[src/shared/crc_pkg.sv]
// Constants, enumerations and timing for the clock and reset control block
package crc_pkg;

  ////////////////////////////////////////////////////////////////////////////
  // Register map
  localparam logic [7:0] ADDR_CONV_CTRL   = 8'hD1;  // Converter control register
  localparam int         CTRL_OSC_OFF_BIT = 2;      // Main oscillator off bit
  localparam logic [7:0] CTRL_RESET       = 8'h40;  // Reset value of the register

  ////////////////////////////////////////////////////////////////////////////
  // Divider ratios of the internal clock
  localparam int DIV_PERIPH = 12;  // Timer, converter and watchdog
  localparam int DIV_CORE   = 13;  // Processor core machine cycle

  ////////////////////////////////////////////////////////////////////////////
  // Stabilisation delay in oscillator cycles
  localparam int DELAY_SHORT = 2048;
  localparam int DELAY_LONG  = 32768;

  ////////////////////////////////////////////////////////////////////////////
  // Timing, derived from the system clock period
  localparam int CLK_PERIOD_NS    = 8;
  localparam int SG_MIN_PERIOD_NS = 125;   // Shortest internal clock period allowed
  localparam int SG_GAP_CYC       = (SG_MIN_PERIOD_NS + CLK_PERIOD_NS - 1) / CLK_PERIOD_NS;
  localparam int MISS_TIME_NS     = 1000;  // Silence that counts as a missing edge
  localparam int MISS_CYC         = MISS_TIME_NS / CLK_PERIOD_NS;
  localparam int GOOD_EDGES       = 8;     // Main edges needed before handing back

  ////////////////////////////////////////////////////////////////////////////
  // Instruction lengths in machine cycles
  localparam logic [2:0] INSTR_CYC_2 = 3'h2;
  localparam logic [2:0] INSTR_CYC_4 = 3'h4;
  localparam logic [2:0] INSTR_CYC_5 = 3'h5;

  ////////////////////////////////////////////////////////////////////////////
  // Enumerations
  typedef enum logic {SRC_MAIN, SRC_AUX} crc_src_e;
  typedef enum logic [1:0] {RS_HOLD, RS_DELAY, RS_RUN} crc_rst_e;

endpackage

[src/logic/crc_divider.sv]
// Tick divider: one output pulse for every DIV input ticks
`timescale 1ns/1ns
module crc_divider #(
  parameter int DIV = 12
) (
  input  wire logic clock,
  input  wire logic nrst,
  input  wire logic clk_en,
  input  wire logic clear,
  input  wire logic tick_in,
  output wire logic tick_out
);

  localparam int CW = $clog2(DIV);

  typedef struct packed {
    logic [CW-1:0] cnt;
    logic          out;
  } crc_div_s;

  crc_div_s st;
  crc_div_s next_st;

  ////////////////////////////////////////////////////////////////////////////
  // Count input ticks, pulse on the last one of each group
  always_comb begin
    next_st     = st;
    next_st.out = 1'b0;
    if (clear) begin
      next_st.cnt = '0;
    end else if (tick_in) begin
      if (st.cnt == CW'(DIV - 1)) begin
        next_st.cnt = '0;
        next_st.out = 1'b1;
      end else begin
        next_st.cnt = st.cnt + CW'(1);
      end
    end
  end

  // State register, frozen while the clock enable is low
  always_ff @(posedge clock) begin
    if (!nrst) begin
      st <= '0;
    end else if (clk_en) begin
      st <= next_st;
    end
  end

  assign tick_out = st.out;

endmodule // crc_divider

[src/logic/crc_top.sv]
// Clock source selection, safeguard filter, dividers and reset sequencing
//
// Overview of operation
// RQ1 - Internal clock divided by 12 for peripherals and by 13 for core.
// RQ2 - Instructions last two, four or five machine cycles.
// RQ3 - Factory option picks crystal/resonator/external clock or RC network source.
// RQ4 - With safeguard, setting oscillator-off bit stops main, starts auxiliary oscillator.
// RQ5 - Main oscillator restarts on bit clear or on any reset.
// RQ6 - Auxiliary exists only with safeguard; takes over one period after missing edge.
// RQ7 - On auxiliary clock everything runs normally, only slower.
// RQ8 - At power-on auxiliary clock feeds the delay counter until main runs.
// RQ9 - Auxiliary oscillator switches off once main oscillator runs.
// RQ10 - Safeguard drops excess edges keeping internal clock below its maximum.
// RQ11 - Safeguard holds internal frequency at maximum when oscillator runs faster.
// RQ12 - Four reset sources: pin, power-on, watchdog, low voltage.
// RQ13 - Active-low reset pin, extended by a delay, so short pulses work.
// RQ14 - Held in reset while pin low; accepted in run, wait, stop.
// RQ15 - Reset halts execution, pulls up inputs, restarts main oscillator.
// RQ16 - After release, initialisation starts only when internal delay expires.
// RQ17 - Reset in stop starts oscillator, pulls up inputs, then delays.
// RQ18 - Delay is 2048 cycles when option low, 32768 when high.
// RQ19 - Safeguard active only when its option bit is high.
// RQ20 - Watchdog reset behaves exactly like pin reset, delay included.
// RQ21 - Internal reset sources drive the reset pin low.
// RQ22 - Clock switching between oscillators is glitch-free.
// RQ23 - Reset pin synchronised before the delay counter starts.
`timescale 1ns/1ns
module crc_top #(
  parameter int DELAY_SHORT_CYC = crc_pkg::DELAY_SHORT,
  parameter int DELAY_LONG_CYC  = crc_pkg::DELAY_LONG
) (
  input  wire logic       clock,
  input  wire logic       nrst,
  input  wire logic       clk_en,
  // Factory options
  input  wire logic       safeguard_option_bit,
  input  wire logic       delay_option_bit,
  input  wire logic       osc_rc_option,
  // Oscillators
  input  wire logic       osc_input_pin,
  input  wire logic       aux_low_freq_osc,
  output wire logic       main_osc_enable,
  output wire logic       osc_rc_mode,
  output wire logic       aux_osc_enable,
  // Internal clock and its divided ticks
  output wire logic       internal_clock_tick,
  output wire logic       periph_tick,
  output wire logic       core_tick,
  output wire logic       on_aux_clock,
  // Instruction timing
  input  wire logic       instr_start,
  input  wire logic [1:0] instr_len_sel,
  output wire logic       instr_done,
  // Reset sources and pin
  input  wire logic       reset_pin_in,
  input  wire logic       power_on_detect,
  input  wire logic       watchdog_timeout,
  input  wire logic       low_voltage_detect,
  input  wire logic       stop_mode,
  output wire logic       reset_pin_out,
  output wire logic       reset_pin_oe_n,
  output wire logic       internal_reset,
  output wire logic       io_pullup_inputs,
  output wire logic       cpu_run,
  // Register port
  input  wire logic [7:0] reg_addr,
  input  wire logic [7:0] reg_wdata,
  input  wire logic       reg_wr,
  input  wire logic       reg_rd,
  output wire logic [7:0] reg_rdata
);

  localparam int GW = $clog2(crc_pkg::SG_GAP_CYC + 1);
  localparam int MW = $clog2(crc_pkg::MISS_CYC + 1);
  localparam int EW = $clog2(crc_pkg::GOOD_EDGES + 1);
  localparam int DW = $clog2(DELAY_LONG_CYC + 1);

  typedef struct packed {
    logic              osc_q;
    logic              pin_s1;
    logic              pin_s2;
    logic [7:0]        ctrl;
    crc_pkg::crc_src_e src;
    logic              aux_arm;
    logic [GW-1:0]     gap_cnt;
    logic [MW-1:0]     miss_cnt;
    logic [EW-1:0]     good_cnt;
    logic              int_tick;
    crc_pkg::crc_rst_e rst_state;
    logic [DW-1:0]     dly_cnt;
    logic              drive_pin;
    logic              instr_busy;
    logic [2:0]        instr_left;
    logic              instr_fin;
    logic [7:0]        rdata;
  } crc_state_s;

  crc_state_s st;
  crc_state_s next_st;

  logic          sg_on;
  logic          main_on;
  logic          main_edge;
  logic          edge_ok;
  logic          missing;
  logic          aux_tick;
  logic          any_source;
  logic          internal_source;
  logic          in_reset;
  logic [DW-1:0] dly_last;
  logic [2:0]    instr_cyc;
  logic          core_pulse;

  ////////////////////////////////////////////////////////////////////////////
  // Shared decode of the current state
  always_comb begin
    sg_on           = safeguard_option_bit;                               // [RQ19]
    // Oscillator-off bit only bites with the safeguard, else there is no backup clock;
    // any reset restarts main at once, before the register reload lands
    main_on         = !(sg_on && st.ctrl[crc_pkg::CTRL_OSC_OFF_BIT]
                        && st.rst_state == crc_pkg::RS_RUN);              // [RQ4] [RQ5]
    main_edge       = main_on && osc_input_pin && !st.osc_q;
    // Edges arriving inside the minimum period are spikes and are dropped
    edge_ok         = main_edge && (!sg_on || st.gap_cnt == '0);          // [RQ10] [RQ11]
    missing         = !main_on || st.miss_cnt == MW'(crc_pkg::MISS_CYC);
    aux_tick        = aux_low_freq_osc && sg_on && (st.aux_arm || st.src == crc_pkg::SRC_AUX);
    internal_source = power_on_detect || watchdog_timeout || low_voltage_detect;
    any_source      = !st.pin_s2 || internal_source;                      // [RQ12] [RQ20]
    in_reset        = st.rst_state != crc_pkg::RS_RUN;
    dly_last        = delay_option_bit ? DW'(DELAY_LONG_CYC - 1)
                                       : DW'(DELAY_SHORT_CYC - 1);        // [RQ18]
    case (instr_len_sel)
      2'h0:    instr_cyc = crc_pkg::INSTR_CYC_2;
      2'h1:    instr_cyc = crc_pkg::INSTR_CYC_4;
      default: instr_cyc = crc_pkg::INSTR_CYC_5;
    endcase
  end

  ////////////////////////////////////////////////////////////////////////////
  // Next-state logic
  always_comb begin
    next_st          = st;
    next_st.osc_q    = osc_input_pin;
    next_st.int_tick = 1'b0;
    next_st.instr_fin = 1'b0;
    next_st.rdata    = '0;

    // Two flops on the reset pin before anything looks at it
    next_st.pin_s1 = reset_pin_in;                                        // [RQ23]
    next_st.pin_s2 = st.pin_s1;                                           // [RQ23]

    // Safeguard gap counter restarts on every accepted main edge
    if (edge_ok || (st.src == crc_pkg::SRC_AUX && aux_tick)) begin
      next_st.gap_cnt = GW'(crc_pkg::SG_GAP_CYC - 1);                     // [RQ10]
    end else if (st.gap_cnt != '0) begin
      next_st.gap_cnt = st.gap_cnt - GW'(1);
    end

    // Silence watchdog on the main oscillator
    if (main_edge) begin
      next_st.miss_cnt = '0;
    end else if (!missing) begin
      next_st.miss_cnt = st.miss_cnt + MW'(1);
    end

    // Clock source selection; switches happen only on a tick of the source
    // being entered, so the internal clock never sees a short pulse
    if (!sg_on) begin
      next_st.src      = crc_pkg::SRC_MAIN;                               // [RQ6]
      next_st.aux_arm  = 1'b0;
      next_st.good_cnt = '0;
      next_st.int_tick = main_edge;                                       // [RQ3]
    end else if (st.src == crc_pkg::SRC_MAIN) begin
      next_st.int_tick = edge_ok;
      if (missing) begin
        next_st.aux_arm = 1'b1;                                           // [RQ4] [RQ6]
      end else if (main_edge) begin
        // Main is back before the aux tick: cancel, else two ticks could crowd
        next_st.aux_arm = 1'b0;                                           // [RQ9] [RQ22]
      end
      if (st.aux_arm && aux_tick) begin
        // First aux tick comes one aux period after the miss was seen
        next_st.src      = crc_pkg::SRC_AUX;                              // [RQ6] [RQ22]
        next_st.aux_arm  = 1'b0;
        next_st.good_cnt = '0;
        next_st.int_tick = 1'b1;
      end
    end else begin
      next_st.int_tick = aux_tick;                                        // [RQ7] [RQ8]
      if (missing) begin
        next_st.good_cnt = '0;
      end else if (edge_ok && !aux_tick) begin
        if (st.good_cnt == EW'(crc_pkg::GOOD_EDGES - 1)) begin
          // Main is running again: hand back and stop the aux oscillator
          next_st.src      = crc_pkg::SRC_MAIN;                           // [RQ9] [RQ22]
          next_st.good_cnt = '0;
          next_st.int_tick = 1'b1;
        end else begin
          next_st.good_cnt = st.good_cnt + EW'(1);
        end
      end
    end

    // Reset sequencer; the delay counts internal clock ticks, which are aux
    // ticks while the main oscillator is still starting
    case (st.rst_state)
      crc_pkg::RS_HOLD: begin
        next_st.dly_cnt = '0;
        if (!any_source) begin
          next_st.rst_state = crc_pkg::RS_DELAY;                          // [RQ14]
        end
      end
      crc_pkg::RS_DELAY: begin
        if (any_source) begin
          next_st.rst_state = crc_pkg::RS_HOLD;
        end else if (st.int_tick) begin
          if (st.dly_cnt == dly_last) begin
            next_st.rst_state = crc_pkg::RS_RUN;                          // [RQ16] [RQ13]
          end else begin
            next_st.dly_cnt = st.dly_cnt + DW'(1);                        // [RQ8] [RQ18]
          end
        end
      end
      crc_pkg::RS_RUN: begin
        if (any_source) begin
          next_st.rst_state = crc_pkg::RS_HOLD;                           // [RQ12] [RQ14]
        end
      end
      default: begin
        next_st.rst_state = crc_pkg::RS_HOLD;
      end
    endcase

    // Only internal sources pull the pin; the pin itself must not latch us
    next_st.drive_pin = internal_source;                                  // [RQ21]

    // Control register: reloaded by any reset so the main oscillator restarts
    if (in_reset) begin
      next_st.ctrl = crc_pkg::CTRL_RESET;                                 // [RQ5] [RQ15]
    end else if (reg_wr && reg_addr == crc_pkg::ADDR_CONV_CTRL) begin
      next_st.ctrl = reg_wdata;                                           // [RQ4]
    end
    if (reg_rd && reg_addr == crc_pkg::ADDR_CONV_CTRL) begin
      next_st.rdata = st.ctrl;
    end

    // Instruction length counter in machine cycles
    if (in_reset) begin
      next_st.instr_busy = 1'b0;
      next_st.instr_left = '0;
    end else if (!st.instr_busy) begin
      if (instr_start) begin
        next_st.instr_busy = 1'b1;                                        // [RQ2]
        next_st.instr_left = instr_cyc;
      end
    end else if (core_pulse) begin
      if (st.instr_left == 3'h1) begin
        next_st.instr_busy = 1'b0;
        next_st.instr_fin  = 1'b1;                                        // [RQ2]
      end else begin
        next_st.instr_left = st.instr_left - 3'h1;
      end
    end
  end

  ////////////////////////////////////////////////////////////////////////////
  // State register, frozen while the clock enable is low
  always_ff @(posedge clock) begin
    if (!nrst) begin
      st           <= '0;
      st.osc_q     <= osc_input_pin;  // A high pin at release is not a fresh edge
      st.ctrl      <= crc_pkg::CTRL_RESET;
      st.src       <= crc_pkg::SRC_MAIN;
      st.rst_state <= crc_pkg::RS_HOLD;
    end else if (clk_en) begin
      st <= next_st;
    end
  end

  ////////////////////////////////////////////////////////////////////////////
  // Dividers of the internal clock; cleared in reset so phases start aligned
  crc_divider #(
    .DIV (crc_pkg::DIV_PERIPH)
  ) u_div_periph (
    .clock    (clock),
    .nrst     (nrst),
    .clk_en   (clk_en),
    .clear    (in_reset),
    .tick_in  (st.int_tick),
    .tick_out (periph_tick)
  );                                                                      // [RQ1]

  crc_divider #(
    .DIV (crc_pkg::DIV_CORE)
  ) u_div_core (
    .clock    (clock),
    .nrst     (nrst),
    .clk_en   (clk_en),
    .clear    (in_reset),
    .tick_in  (st.int_tick),
    .tick_out (core_pulse)
  );                                                                      // [RQ1]

  ////////////////////////////////////////////////////////////////////////////
  // Outputs
  // In stop the oscillator sleeps, but a reset wakes it for the delay
  assign main_osc_enable     = main_on && (!stop_mode || in_reset);       // [RQ17] [RQ15]
  assign osc_rc_mode         = osc_rc_option;                             // [RQ3]
  assign aux_osc_enable      = sg_on && (st.aux_arm || st.src == crc_pkg::SRC_AUX); // [RQ9]
  assign internal_clock_tick = st.int_tick;
  assign core_tick           = core_pulse;
  assign on_aux_clock        = st.src == crc_pkg::SRC_AUX;
  assign instr_done          = st.instr_fin;
  assign reset_pin_out       = 1'b0;
  assign reset_pin_oe_n      = !st.drive_pin;                             // [RQ21]
  assign internal_reset      = in_reset;                                  // [RQ13]
  assign io_pullup_inputs    = in_reset;                                  // [RQ15] [RQ17]
  assign cpu_run             = !in_reset;                                 // [RQ15]
  assign reg_rdata           = st.rdata;

endmodule // crc_top

[config.mk]
export PLATFORM = sky130hd
export DESIGN_NAME = crc_top
export DESIGN_NICKNAME = d
export VERILOG_FILES = /design/src/shared/crc_pkg.sv /design/src/logic/crc_divider.sv /design/src/logic/crc_top.sv
export SDC_FILE = /design/constraint.sdc
export NUM_CORES = 1
export LEC_CHECK = 0
export BUFFER_PORTS_ARGS = -buffer_cell sky130_fd_sc_hd__buf_4
export CAP_MARGIN = 15
export CORE_ASPECT_RATIO = 2
export CORE_UTILIZATION = 30
export CTS_CLUSTER_SIZE = 24
export DETAILED_ROUTE_END_ITERATION = 10
export GPL_ROUTABILITY_DRIVEN = 0
export HOLD_SLACK_MARGIN = 0.1
export PLACE_DENSITY = 0.44
export SLEW_MARGIN = 15
export SYNTH_ARGS = -nofsm -noshare
export SYNTH_HDL_FRONTEND = slang
export SYNTH_SLANG_ARGS = --single-unit
[constraint.sdc]
create_clock -name clock -period 3.6 [get_ports clock]
set_clock_uncertainty 0.2 [all_clocks]
set_input_delay 0.36 -clock clock [delete_from_list [all_inputs] [get_ports clock]]
set_output_delay 0.36 -clock clock [all_outputs]
set_load 0.02 [all_outputs]
# Word level (Yosys, flattened, before mapping)

Index checks and enable logic that the tools add are counted.

Bits in writable memories: 0
Bits in latches: 0
Memories kept: 0
Output and inout bits: 21
ROM bits: 0
Flip-flop bits (word level): 72

Multipliers: 0
$add $sub $neg: 7
Mux-type cells: 56
Divide/modulo/power cells: 0
Shift operators: 0
Reductions and logical operators: 48
Eq/ne operators: 26
Order comparisons: 0
Bitwise logic cells: 0

Operators with widths:

| cell                    | number |
|---|---|
| $mux W62                | 2 |
| $mux W5                 | 9 |
| $mux W4                 | 9 |
| $mux W16                | 2 |
| $pmux W16 S2            | 1 |
| $mux W8                 | 3 |
| $mux W18                | 1 |
| $mux W1                 | 17 |
| $add A16 B1 Y16 const B | 1 |
| $eq A16 B15 Y1          | 1 |
| $ne A2 B2 Y1 const B    | 8 |
| $mux W15                | 1 |
| $logic_and A1 B1 Y1     | 14 |
| $mux W7                 | 2 |
| $add A4 B1 Y4 const B   | 3 |
| $mux W2                 | 6 |
| $reduce_and A5 Y1       | 2 |
| $ne A3 B3 Y1 const B    | 3 |
| $eq A4 B4 Y1 const B    | 2 |
| $eq A8 B8 Y1 const B    | 1 |
| $logic_not A1 Y1        | 8 |
| $logic_or A1 B1 Y1      | 8 |
| $reduce_and A2 Y1       | 4 |
| $reduce_bool A2 Y1      | 4 |
| 21 further kinds        | 25 |

# Longest topological paths before layout

Gate-level depths: netlist of run 1.

Depth after elaboration: 13
Gate-level depth with buffers: 8
Mapped depth without buffers: 7

# Cells and area by module

Synthesis of run 1 repeated with hierarchy kept, for this count alone.

Cells, all modules: 432
Area total of the unflattened synthesis: 3,743.6 um^2

By module, submodules not included:

| module                      | cells each | times used | sequential area each (um^2) | area each (um^2) |
|---|---|---|---|---|
| crc_top                     | 371        | 1          | 1,251.2                     | 3,220.6 |
| crc_divider at u_div_core   | 33         | 1          | 100.1                       | 275.3 |
| crc_divider at u_div_periph | 28         | 1          | 100.1                       | 247.7 |

# Least setup slack after synthesis of run 1

OpenSTA, ideal clock, no wires.

Path kind: register -> register
Start: register st[14] (netlist name)
End: register st[25] (netlist name)
Path buffers: 0
Period minus slack after synthesis: 2.154 ns
Cell stages (with the launch flop): 7
Arrival time: 1.884 ns
Library setup time: 0.070 ns
Slack: 1.446 ns
Cells stage by stage: dfxtp_1 ha_1 and3_1 and4_4 a211o_4 or4_1 a21oi_1

Word-level cells in the longest chain between the ends: 5

Ends and longest elaborated chain:

| element                  | line           | text |
|---|---|---|
| start: declaration       | crc_top.sv:98  | `crc_state_s st;` |
| start signal: assignment | crc_top.sv:276 | `st <= next_st;` |
| $add A16 B1 Y16          | crc_top.sv:220 | `next_st.dly_cnt = st.dly_cnt + DW'(1);` |
| $mux W16                 | crc_top.sv:217 | `if (st.dly_cnt == dly_last) begin` |
| $mux W18                 | crc_top.sv:216 | `end else if (st.int_tick) begin` |
| $mux W16                 | crc_top.sv:214 | `if (any_source) begin` |
| $pmux W16 S2             | crc_top.sv:206 | `case (st.rst_state)` |

Parallel ways exist; a longest one is shown, timed or not. The select of a mux whose other input is x is not followed.
A chain may end at the register's enable or synchronous reset.

# Worst setup path after layout of run 1

Start: register st[30] (netlist name)
End: register st[45] (netlist name)

Word-level cells in the longest chain between the ends: 9

Ends and longest elaborated chain:

| element                             | line           | text |
|---|---|---|
| $eq A2 B2 Y1 *                      | crc_top.sv:121 | `&& st.rst_state == crc_pkg::RS_RUN);` |
| $logic_and A1 B1 Y1 *               | crc_top.sv:121 |  |
| $logic_not A1 Y1 *                  | crc_top.sv:120 | `main_on = !(sg_on && st.ctrl[crc_pkg::CTRL_OSC_OFF_BIT]` |
| $logic_and A1 B1 Y1 * (2 in series) | crc_top.sv:122 | `main_edge = main_on && osc_input_pin && !st.osc_q;` |
| $logic_and A1 B1 Y1 *               | crc_top.sv:124 | `edge_ok = main_edge && (!sg_on \|\| st.gap_cnt == '0);` |
| $logic_or A1 B1 Y1 *                | crc_top.sv:153 | `if (edge_ok \|\| (st.src == crc_pkg::SRC_AUX && aux_tick)) begin` |
| $reduce_bool A2 Y1 (no line)        | --             |  |
| $reduce_and A2 Y1 (no line)         | --             |  |

Every way passes the cells marked *; elsewhere a longest branch is shown, timed or not.

==> results of run 1 <==
[cells by family after synthesis]
| logic type | after synthesis | share of synthesized area, % |
|---|---|---|
| buffers and inverters | 52 | 7.18 |
| and+or+nand+nor | 181 | 25.7 |
| adders and majority gates | 11 | 3.66 |
| xor gates and xnor gates | 8 | 1.86 |
| DFF | 72 | 38.6 |
| other | 1 | 0.0996 |
| AOI/OAI and AO/OA | 123 | 21.9 |
| muxes | 4 | 1.10 |
[registers in the layout (all words and copies together), names as in the netlist]
name and flops:
instr_done 1, reg_rdata 8, u_div_periph.st 4, next_st 1, u_div_core.tick_out 1, st 50, on_aux_clock 1, internal_clock_tick 1
u_div_periph.tick_out 1, u_div_core.st 4
[Yosys cell counts (all sizes together) (2+ instances only)]
cell and number:
dfxtp 71, nor2 41, a21oi 38, nand2 35
o21ai 27, inv 21, nand3 19, buf 18
a22oi 17, nor3 15, clkbuf 11, ha 11
or3 10, nand4 9, and3 7, o31ai 7
or4 7, and2 6, nand2b 6, xnor2 6
nor2b 5, o21a 5, a31oi 4, and4 4
nand4b 4, nor4 4, a211oi 3, mux2i 3
o211ai 3, o311ai 3, a21boi 2, a221oi 2
a22o 2, clkinv 2, nand3b 2, nor3b 2
or2 2, xor2 2
[worst paths after layout]
check,startpoint,endpoint,depth (start not counted)
worst max-delay path,st[30]$_SDFFE_PN0P_,st[45]$_SDFFE_PN0P_,7
worst min-delay path,reg_wdata[6],st[57]$_SDFFE_PN1P_,3
worst max register to register,st[30]$_SDFFE_PN0P_,st[45]$_SDFFE_PN0P_,7
worst min register to register,st[10]$_SDFFE_PN0P_,st[10]$_SDFFE_PN0P_,2
[final cells by class]
cell class / instances / area [sq um]
Tap cell: 147 / 184
Fill cell: 1257 / 7610
Clock inverter: 7 / 96.3
Multi-Input combinational cell: 328 / 2050
Inverter: 23 / 86.3
Clock buffer: 9 / 225
Sequential cell: 72 / 1450
Timing Repair Buffer: 63 / 493
[worst max-delay path, cell delays in order (launching register included)]
cell	delay (ns)
dfxtp_1	0.37
inv_1	0.11
nand2_1	0.18
inv_1	0.44
a21oi_1	0.20
o31ai_2	0.36
mux2_2	0.37
a21oi_1	0.13
[what timing repair did]
action / 4_1_cts / 5_1_grt
hold buffers: 8 / 0
buffers inserted: 0 / 0
endpoints found under the hold margin: 8 / 0
[per-stage QoR]
| step | setup WS, ns | cells |
|---|---|---|
| global placement | 1.20 | 625 |
| global route | 0.944 | 649 |
| floorplan | 1.45 | 452 |
| finish | 1.18 | 649 |
| CTS | 1.14 | 649 |
| detailed placement | 1.12 | 625 |
[power groups by stage]
stage	sequential, mW	combinational (mW)	clock (mW)
final	0.849	0.263	0.967
after CTS	0.850	0.269	0.991
after detailed placement	0.867	0.260	0
after global placement	0.868	0.260	0
after floorplan	0.863	0.201	0
after global routing	0.853	0.292	1.03
[per-layer routing]
metal | global-route usage, % | vias to the layer above
li1 | - | 1730
met4 | 7.79 | 0
met1 | 16.3 | 1617
met2 | 31.5 | 63
met3 | 3.86 | 23
met5 | 0 | -
==> results.py, run 1 <==
metrics = {
    "clock_network": {
        "h-tree-depth": 3,
        "cts_tree": "built",
        "cts.sinks": 72,
        "cts_buffers": 9,
        "clk_latency_ns": 0.34,
        "root_buffer": "clkbuf_16",
        "cts_max_path_buffers": 2,
        "cts_resized": 0,
        "cts.reportedPaths.clkPinSlew_ns": 0.06,
    },
    "pwr": {
        "power_frac_clock_pct": 46.5,
        "peakVddDrop_mv": 0.326,
        "power_mw": 2.08,
        "internal_power_mw": 1.55,
        "p_leak_nw": 1.68,
        "swShare_pct": 25.4,
        "power_switching_mw": 0.527,
        "seqPwrFrac_pct": 40.8,
        "p_per_area_nw_per_um2": 454,
        "combPwrFrac_pct": 12.6,
    },
    "drt": {
        "vias": 3433,
        "drc": 0,
        "top_layer_used": "met4",
        "dr.pass1.iters": 4,
        "viasPerCell": 5.29,
        "routed_wl_mm": 10.0,
        "wl_met3_um": 289,
        "drt_iter0_drc": 110,
        "met2WireLength_mm": 5.71,
        "ant_nets": 0,
        "drt-met1-wl_mm": 3.75,
        "drt-wirelength-per-cell_um": 15.4,
    },
    "timing": {
        "rsz0062_at_grt": "no",
        "period_share_pct": 67.3,
        "final_max_slew_viol_count": 0,
        "fmax_mhz": 413,
        "holdWs_ns": 0.121,
        "tightestPinTransition_ns": 0.929,
        "relSlewSlack_pct": 37.5,
        "finalHoldViolations": 0,
        "setup_viol": 0,
        "post-route-min-period_ns": 2.42,
        "tns_ns": 0,
    },
    "placed_design": {
        "hpwl_mm": 7.45,
        "numPortBuffers": 51,
        "placedInstanceArea_sq_um": 4180,
    },
    "layout": {
        "fin_util_pct": 37.6,
        "finalNetCount": 542,
        "final_common_cell": "dfxtp_1",
        "num_antenna_cells": 0,
        "area_growth_pct": 21.8,
        "final_cell_mix": "dfxtp_1, buf_4, nor2_1",
        "design_area_sq_um": 4590,
        "drive_gt1_share_pct": 17.1,
    },
    "global_routing": {
        "grt_start_max_net_pins": 36,
        "antenna_found_initial": 0,
        "grt_pass1_wl_mm": 16.5,
        "grt_overflow": 0,
        "grt_pass1_vias": 3424,
        "grtUsageTotal_pct": 16.7,
    },
    "yosys": {
        "synth_top_area_share_pct": 37.8,
        "yosysUniqueCellTypes": 65,
        "synthesis.nets": 497,
        "synth_flop_cell": "dfxtp_1",
        "synth_largest_area_cell": "dfxtp_1",
        "synth_edf_count": 1,
        "syn_area_sq_um": 3760,
        "synth_area_leaders": "dfxtp_1, a21oi_1, nor2_1",
        "synth_seq_area_share_pct": 38.6,
        "netlist_instances": 452,
        "synth_seq_cells": 72,
        "async_flop_share_pct": 0,
        "syn_area_per_cell_sq_um": 8.33,
        "ys_warn_count": 0,
    },
    "worst_setup_path": {
        "reg2reg_slack_ns": 1.18,
        "path_class": "reg2reg",
        "cp-start-kind": "flop",
        "required_ns": 3.67,
        "end_kind": "flop",
        "cp_max_fo": 14,
        "crit_arrival_ns": 2.50,
    },
    "die": {
        "die_area_sq_um": 13000,
        "die_x_um": 81.2,
        "coreArea_sq_um": 12200,
        "start_util_pct": 30.9,
        "chipHeight_um": 160,
        "rows": 57,
        "boundaryPins": 55,
    },
    "run": {
        "cap_violations": 0,
    },
    "min_path": {
        "hp-class": "in2reg",
    },
    "run_status": {
        "status": "completed",
    },
}
No activity file was read; power rests on OpenSTA's default activity.
==> run 2: changes to the inputs <==
--- a/config.mk
+++ b/config.mk
@@ -13,7 +13,7 @@
 export DETAILED_ROUTE_END_ITERATION = 10
 export GPL_ROUTABILITY_DRIVEN = 0
 export HOLD_SLACK_MARGIN = 0.1
-export PLACE_DENSITY = 0.44
+export PLACE_DENSITY = 0.46
 export SLEW_MARGIN = 15
 export SYNTH_ARGS = -nofsm -noshare
 export SYNTH_HDL_FRONTEND = slang
==> constraint.sdc (replaced) <==
create_clock -name clock -period 2.05 [get_ports clock]
set_clock_uncertainty 0.2 [all_clocks]
set_input_delay 0.205 -clock clock [delete_from_list [all_inputs] [get_ports clock]]
set_output_delay 0.205 -clock clock [all_outputs]
set_load 0.02 [all_outputs]
==> run 2 against run 1 <==
Net effect:
- the run now ends with negative setup slack left
- largest power group unchanged
- design area increased by 15%
- non-clock buffer count increased by 66
- sequential share of layout area decreased by 4.1 points
==> results.py, run 2 (synthesis results as in run 1) <==
metrics = {
    "run_status": {
        "status": "finished with violations",
        "failed_checks": "negative setup slack",
    },
    "clock_network": {
        "cts_tree": "built",
        "cts.reportedPaths.clkPinSlew_ns": 0.06,
        "cts_max_path_buffers": 2,
        "cts.sinks": 72,
        "root_buffer": "clkbuf_16",
        "h-tree-depth": 3,
        "clk_latency_ns": 0.33,
        "cts_buffers": 9,
    },
    "layout": {
        "drive_gt1_share_pct": 29.3,
        "final_cell_mix": "buf_4, dfxtp_1, nor2_1",
        "fillers": 1205,
        "top_register": "st",
        "final_common_cell": "buf_4",
        "final_cells": 716,
        "num_antenna_cells": 0,
        "finalNetCount": 609,
        "design_area_sq_um": 5280,
        "fin_util_pct": 43.3,
        "largest_reg_flops": 50,
        "area_growth_pct": 40.2,
    },
    "die": {
        "die_x_um": 81.2,
        "boundaryPins": 55,
        "rows": 57,
        "coreArea_sq_um": 12200,
        "chipHeight_um": 160,
        "die_area_sq_um": 13000,
        "start_util_pct": 30.9,
    },
    "pwr": {
        "p_per_area_nw_per_um2": 761,
        "power_mw": 4.01,
        "peakVddDrop_mv": 0.563,
        "p_leak_nw": 2.06,
    },
    "global_routing": {
        "antenna_found_initial": 0,
        "grt_pass1_wl_mm": 17.8,
        "grt_overflow": 0,
        "grt_pass1_vias": 3888,
        "grtUsageTotal_pct": 17.8,
        "grt_start_max_net_pins": 26,
    },
    "min_path": {
        "hp-class": "in2reg",
        "whs_path_depth": 4,
    },
    "worst_setup_path": {
        "end_kind": "flop",
        "cpMaxStageDelayCell": "or4_1",
        "slowest_delay_ns": 0.40,
        "path_class": "reg2reg",
        "required_ns": 2.12,
        "cp-start-kind": "flop",
        "crit_arrival_ns": 2.22,
        "cp_max_fo": 7,
        "path_cells": "ha_2 -> and3_4 -> and4_4 -> a211o_4 -> buf_4 -> or4_1 -> a21oi_1",
        "reg2reg_depth": 7,
    },
    "timing": {
        "post-route-min-period_ns": 2.15,
        "finalHoldViolations": 0,
        "fmax_mhz": 465,
        "period_share_pct": 105,
        "tightestPinTransition_ns": 0.603,
        "final_max_slew_viol_count": 0,
        "setup_viol": 15,
        "worst_slack_ns": -0.102,
        "relSlewSlack_pct": 59.8,
        "rsz0062_at_grt": "yes",
    },
    "placed_design": {
        "hpwl_mm": 7.92,
        "numPortBuffers": 51,
        "dp.cells": 676,
        "placedInstanceArea_sq_um": 4570,
        "place_ws_ns": -0.196,
    },
    "drt": {
        "met2WireLength_mm": 6.32,
        "viasPerCell": 5.27,
        "wl_met3_um": 272,
        "ant_nets": 0,
        "drt-met1-wl_mm": 3.89,
        "vias": 3771,
        "drt_iter0_drc": 95,
        "drc": 0,
        "top_layer_used": "met4",
        "routed_wl_mm": 10.9,
        "drt-wirelength-per-cell_um": 15.2,
        "dr.pass1.iters": 4,
    },
    "run": {
        "cap_violations": 0,
    },
}
==> run 2: cell types whose count changed in the layout (fill, tap and decap cells not counted), sizes merged <==
cell	before	now
buf	55	113
a211o	1	2
clkinvlp	3	1
bufinv	2	3
clkbuf	9	11
clkinv	4	3
dlygate4sd3	8	16
==> run 2: path summary, 6_finish.rpt <==
kind	from	end	slack, ns
setup / recovery	st[15]$_SDFFE_PN0P_	st[23]$_SDFFE_PN0P_	-0.10
setup reg to reg	st[15]$_SDFFE_PN0P_	st[23]$_SDFFE_PN0P_	-0.10
hold reg to reg	st[10]$_SDFFE_PN0P_	st[10]$_SDFFE_PN0P_	0.26
hold / removal	safeguard_option_bit	st[49]$_SDFFE_PN0P_	0.13
==> run 2: power by group <==
| part | switching [mW] | internal [mW] | leakage (nW) |
|---|---|---|---|
| Combinational | 0.321 | 0.347 | 1.30 |
| Clock | 0.604 | 1.25 | 0.172 |
| Sequential | 0.0332 | 1.46 | 0.586 |
==> run 2: area by class of cell <==
cell class | instances | area (sq um) | share of cell area [%]
Tap cell | 147 | 184 | 3.49
Clock inverter | 5 | 103 | 1.94
Sequential cell | 72 | 1460 | 27.6
Timing Repair Buffer | 129 | 1020 | 19.3
Clock buffer | 11 | 253 | 4.79
Inverter | 23 | 86.3 | 1.64
Multi-Input combinational cell | 329 | 2180 | 41.3
==> run 2: timing repair <==
item	in CTS	in global routing
setup buffers	3	3
resized for setup	9	22
hold endpoints to repair	22	0
endpoints found under the setup margin	23	27
pin swaps	15	9
cloned	2	0
hold buffers	16	0
==> run 2: stage by stage <==
stage	setup TNS [ns]	hold WS, ns
after floorplan	-0.149	0.152
after global placement	-0.892	0.210
after detailed placement	-1.52	0.210
after CTS	-0.781	0.117
after global routing	-2.37	0.165
final	-0.781	0.126
==> run 2: layer usage <==
layer  global-route usage [%]  vias to the layer above
met3                     2.56                       25
li1                         -                     1858
met4                     9.17                        0
met2                     34.9                       73
met1                     16.8                     1815
met5                        0                        -
==> run 2: worst max-delay path: cells and delay by family, from the launching register on <==
| family | cells | cell delay (ns) |
|---|---|---|
| AO/OA/AOI/OAI | 2 | 0.50 |
| flip-flops | 1 | 0.32 |
| AND/OR/NAND/NOR | 3 | 0.75 |
| adder cells (fa/ha/maj) | 1 | 0.17 |
| buffers and inverters | 1 | 0.15 |
==> run 3: changes to the inputs <==
--- a/config.mk
+++ b/config.mk
@@ -8,6 +8,7 @@
 export BUFFER_PORTS_ARGS = -buffer_cell sky130_fd_sc_hd__buf_4
 export CAP_MARGIN = 15
 export CORE_ASPECT_RATIO = 2
+export CORE_MARGIN = 4
 export CORE_UTILIZATION = 30
 export CTS_CLUSTER_SIZE = 24
 export DETAILED_ROUTE_END_ITERATION = 10
==> run 3 against run 2 <==
Net effect:
- the flow still finishes with violations (negative setup slack)
- global-route usage fell by 2.5 points
- via count barely moved
- first-iteration DRC count rose by 73%
- setup slack worse by 0.0032 ns
- design area down 0.85%
- sequential share of layout area rose by 0.26 points
- critical path type unchanged
- critical endpoint is now st[20]$_SDFFE_PN0P_
==> results.py, run 3 (synthesis results as in run 1) <==
metrics = {
    "timing": {
        "finalHoldViolations": 0,
        "worst_slack_ns": -0.105,
        "final_max_slew_viol_count": 0,
        "relSlewSlack_pct": 59.8,
        "post-route-min-period_ns": 2.16,
        "period_share_pct": 105,
        "setup_viol": 18,
        "holdWs_ns": 0.131,
        "rsz0062_at_grt": "yes",
        "tns_ns": -0.964,
        "tightestPinTransition_ns": 0.597,
        "fmax_mhz": 464,
    },
    "drt": {
        "vias": 3770,
        "routed_wl_mm": 11.2,
        "viasPerCell": 5.29,
        "dr.pass1.iters": 4,
        "drt_iter0_drc": 164,
        "drt-wirelength-per-cell_um": 15.8,
        "ant_nets": 0,
        "drc": 0,
    },
    "global_routing": {
        "grt_start_max_net_pins": 34,
        "grt_overflow": 0,
        "antenna_found_initial": 0,
        "grt_pass1_vias": 3737,
        "grt_pass1_wl_mm": 17.7,
        "grtUsageTotal_pct": 15.3,
    },
    "worst_setup_path": {
        "crit_arrival_ns": 2.23,
        "path_class": "reg2reg",
        "end_kind": "flop",
        "cp_max_fo": 6,
        "cp-start-kind": "flop",
        "required_ns": 2.12,
    },
    "layout": {
        "finalNetCount": 606,
        "fillers": 1195,
        "num_antenna_cells": 0,
        "area_growth_pct": 39.0,
        "final_common_cell": "buf_4",
        "largest_reg_flops": 50,
        "final_cell_mix": "buf_4, dfxtp_1, nor2_1",
        "top_register": "st",
        "drive_gt1_share_pct": 29.3,
    },
    "clock_network": {
        "h-tree-depth": 3,
        "cts.sinks": 72,
        "cts_max_path_buffers": 2,
        "cts_tree": "built",
        "cts_buffers": 9,
        "cts.reportedPaths.clkPinSlew_ns": 0.06,
        "clk_latency_ns": 0.33,
        "root_buffer": "clkbuf_16",
    },
    "run_status": {
        "failed_checks": "negative setup slack",
        "status": "finished with violations",
    },
    "die": {
        "chipHeight_um": 166,
        "die_area_sq_um": 14500,
        "coreArea_sq_um": 12200,
        "boundaryPins": 55,
        "start_util_pct": 30.9,
        "rows": 57,
        "die_x_um": 87.2,
    },
    "pwr": {
        "p_leak_nw": 2.03,
        "peakVddDrop_mv": 0.457,
        "p_per_area_nw_per_um2": 706,
    },
    "placed_design": {
        "numPortBuffers": 51,
        "hpwl_mm": 8.15,
    },
    "min_path": {
        "hp-class": "in2reg",
    },
    "run": {
        "cap_violations": 0,
    },
}
==> run 3: worst paths after layout <==
kind	start	endpoint	slack, ns	cells after the start
max	st[15]$_SDFFE_PN0P_	st[20]$_SDFFE_PN0P_	-0.11	7
min	clk_en	st[12]$_SDFFE_PN0P_	0.13	3
max reg2reg	st[15]$_SDFFE_PN0P_	st[20]$_SDFFE_PN0P_	-0.11	7
min reg2reg	st[10]$_SDFFE_PN0P_	st[10]$_SDFFE_PN0P_	0.26	2
==> run 3: routing by layer <==
metal  up-vias  wire length [um]  track usage [%]
met4         0               244             6.88
met1      1819              4140             15.2
met2        81              6500             29.4
met5         -                 0                0
li1       1850                 -                -
met3        20               346             2.47
==> run 3: metrics by stage <==
step	util [%]	setup WS [ns]	cell area [sq um]	power [mW]	std cells
global placement	37.5	-0.192	4580	2.05	674
detailed placement	37.5	-0.166	4580	2.07	674
global route	42.9	-0.163	5230	3.86	713
CTS	41.7	-0.0972	5090	3.72	710
finish	42.9	-0.105	5230	3.70	713
floorplan	-	-0.0411	3770	1.87	452
==> run 3: area by class of cell <==
class	count	area [sq um]	area share, %
multi-input cells	329	2160	41.3
repair buffers	126	1040	19.9
clock buffers	11	243	4.64
well taps	147	184	3.52
clock inverters	5	56.3	1.08
inverters	23	86.3	1.65
flip-flops and latches	72	1460	27.9
==> run 3: report_power, final <==
group / internal (mW) / leakage [nW] / switching (mW)
Clock: 0.974 / 0.145 / 0.613
Combinational: 0.318 / 1.30 / 0.301
Sequential: 1.46 / 0.587 / 0.0340
==> run 3: worst max-delay path: stages (launching register included) <==
cell     delay [ns]
dfxtp_2        0.33
ha_4           0.16
and3_4         0.17
and4_4         0.18
a211o_4        0.38
buf_12         0.15
or4_1          0.46
nand2_1        0.07
==> run 3: repair_timing <==
item | CTS | global route
hold buffers | 16 | 0
setup buffers | 3 | 2
gates cloned | 1 | 1
pin swaps | 13 | 16
hold endpoints to repair | 22 | 0
setup endpoints to repair | 22 | 33
gates resized for setup | 7 | 27
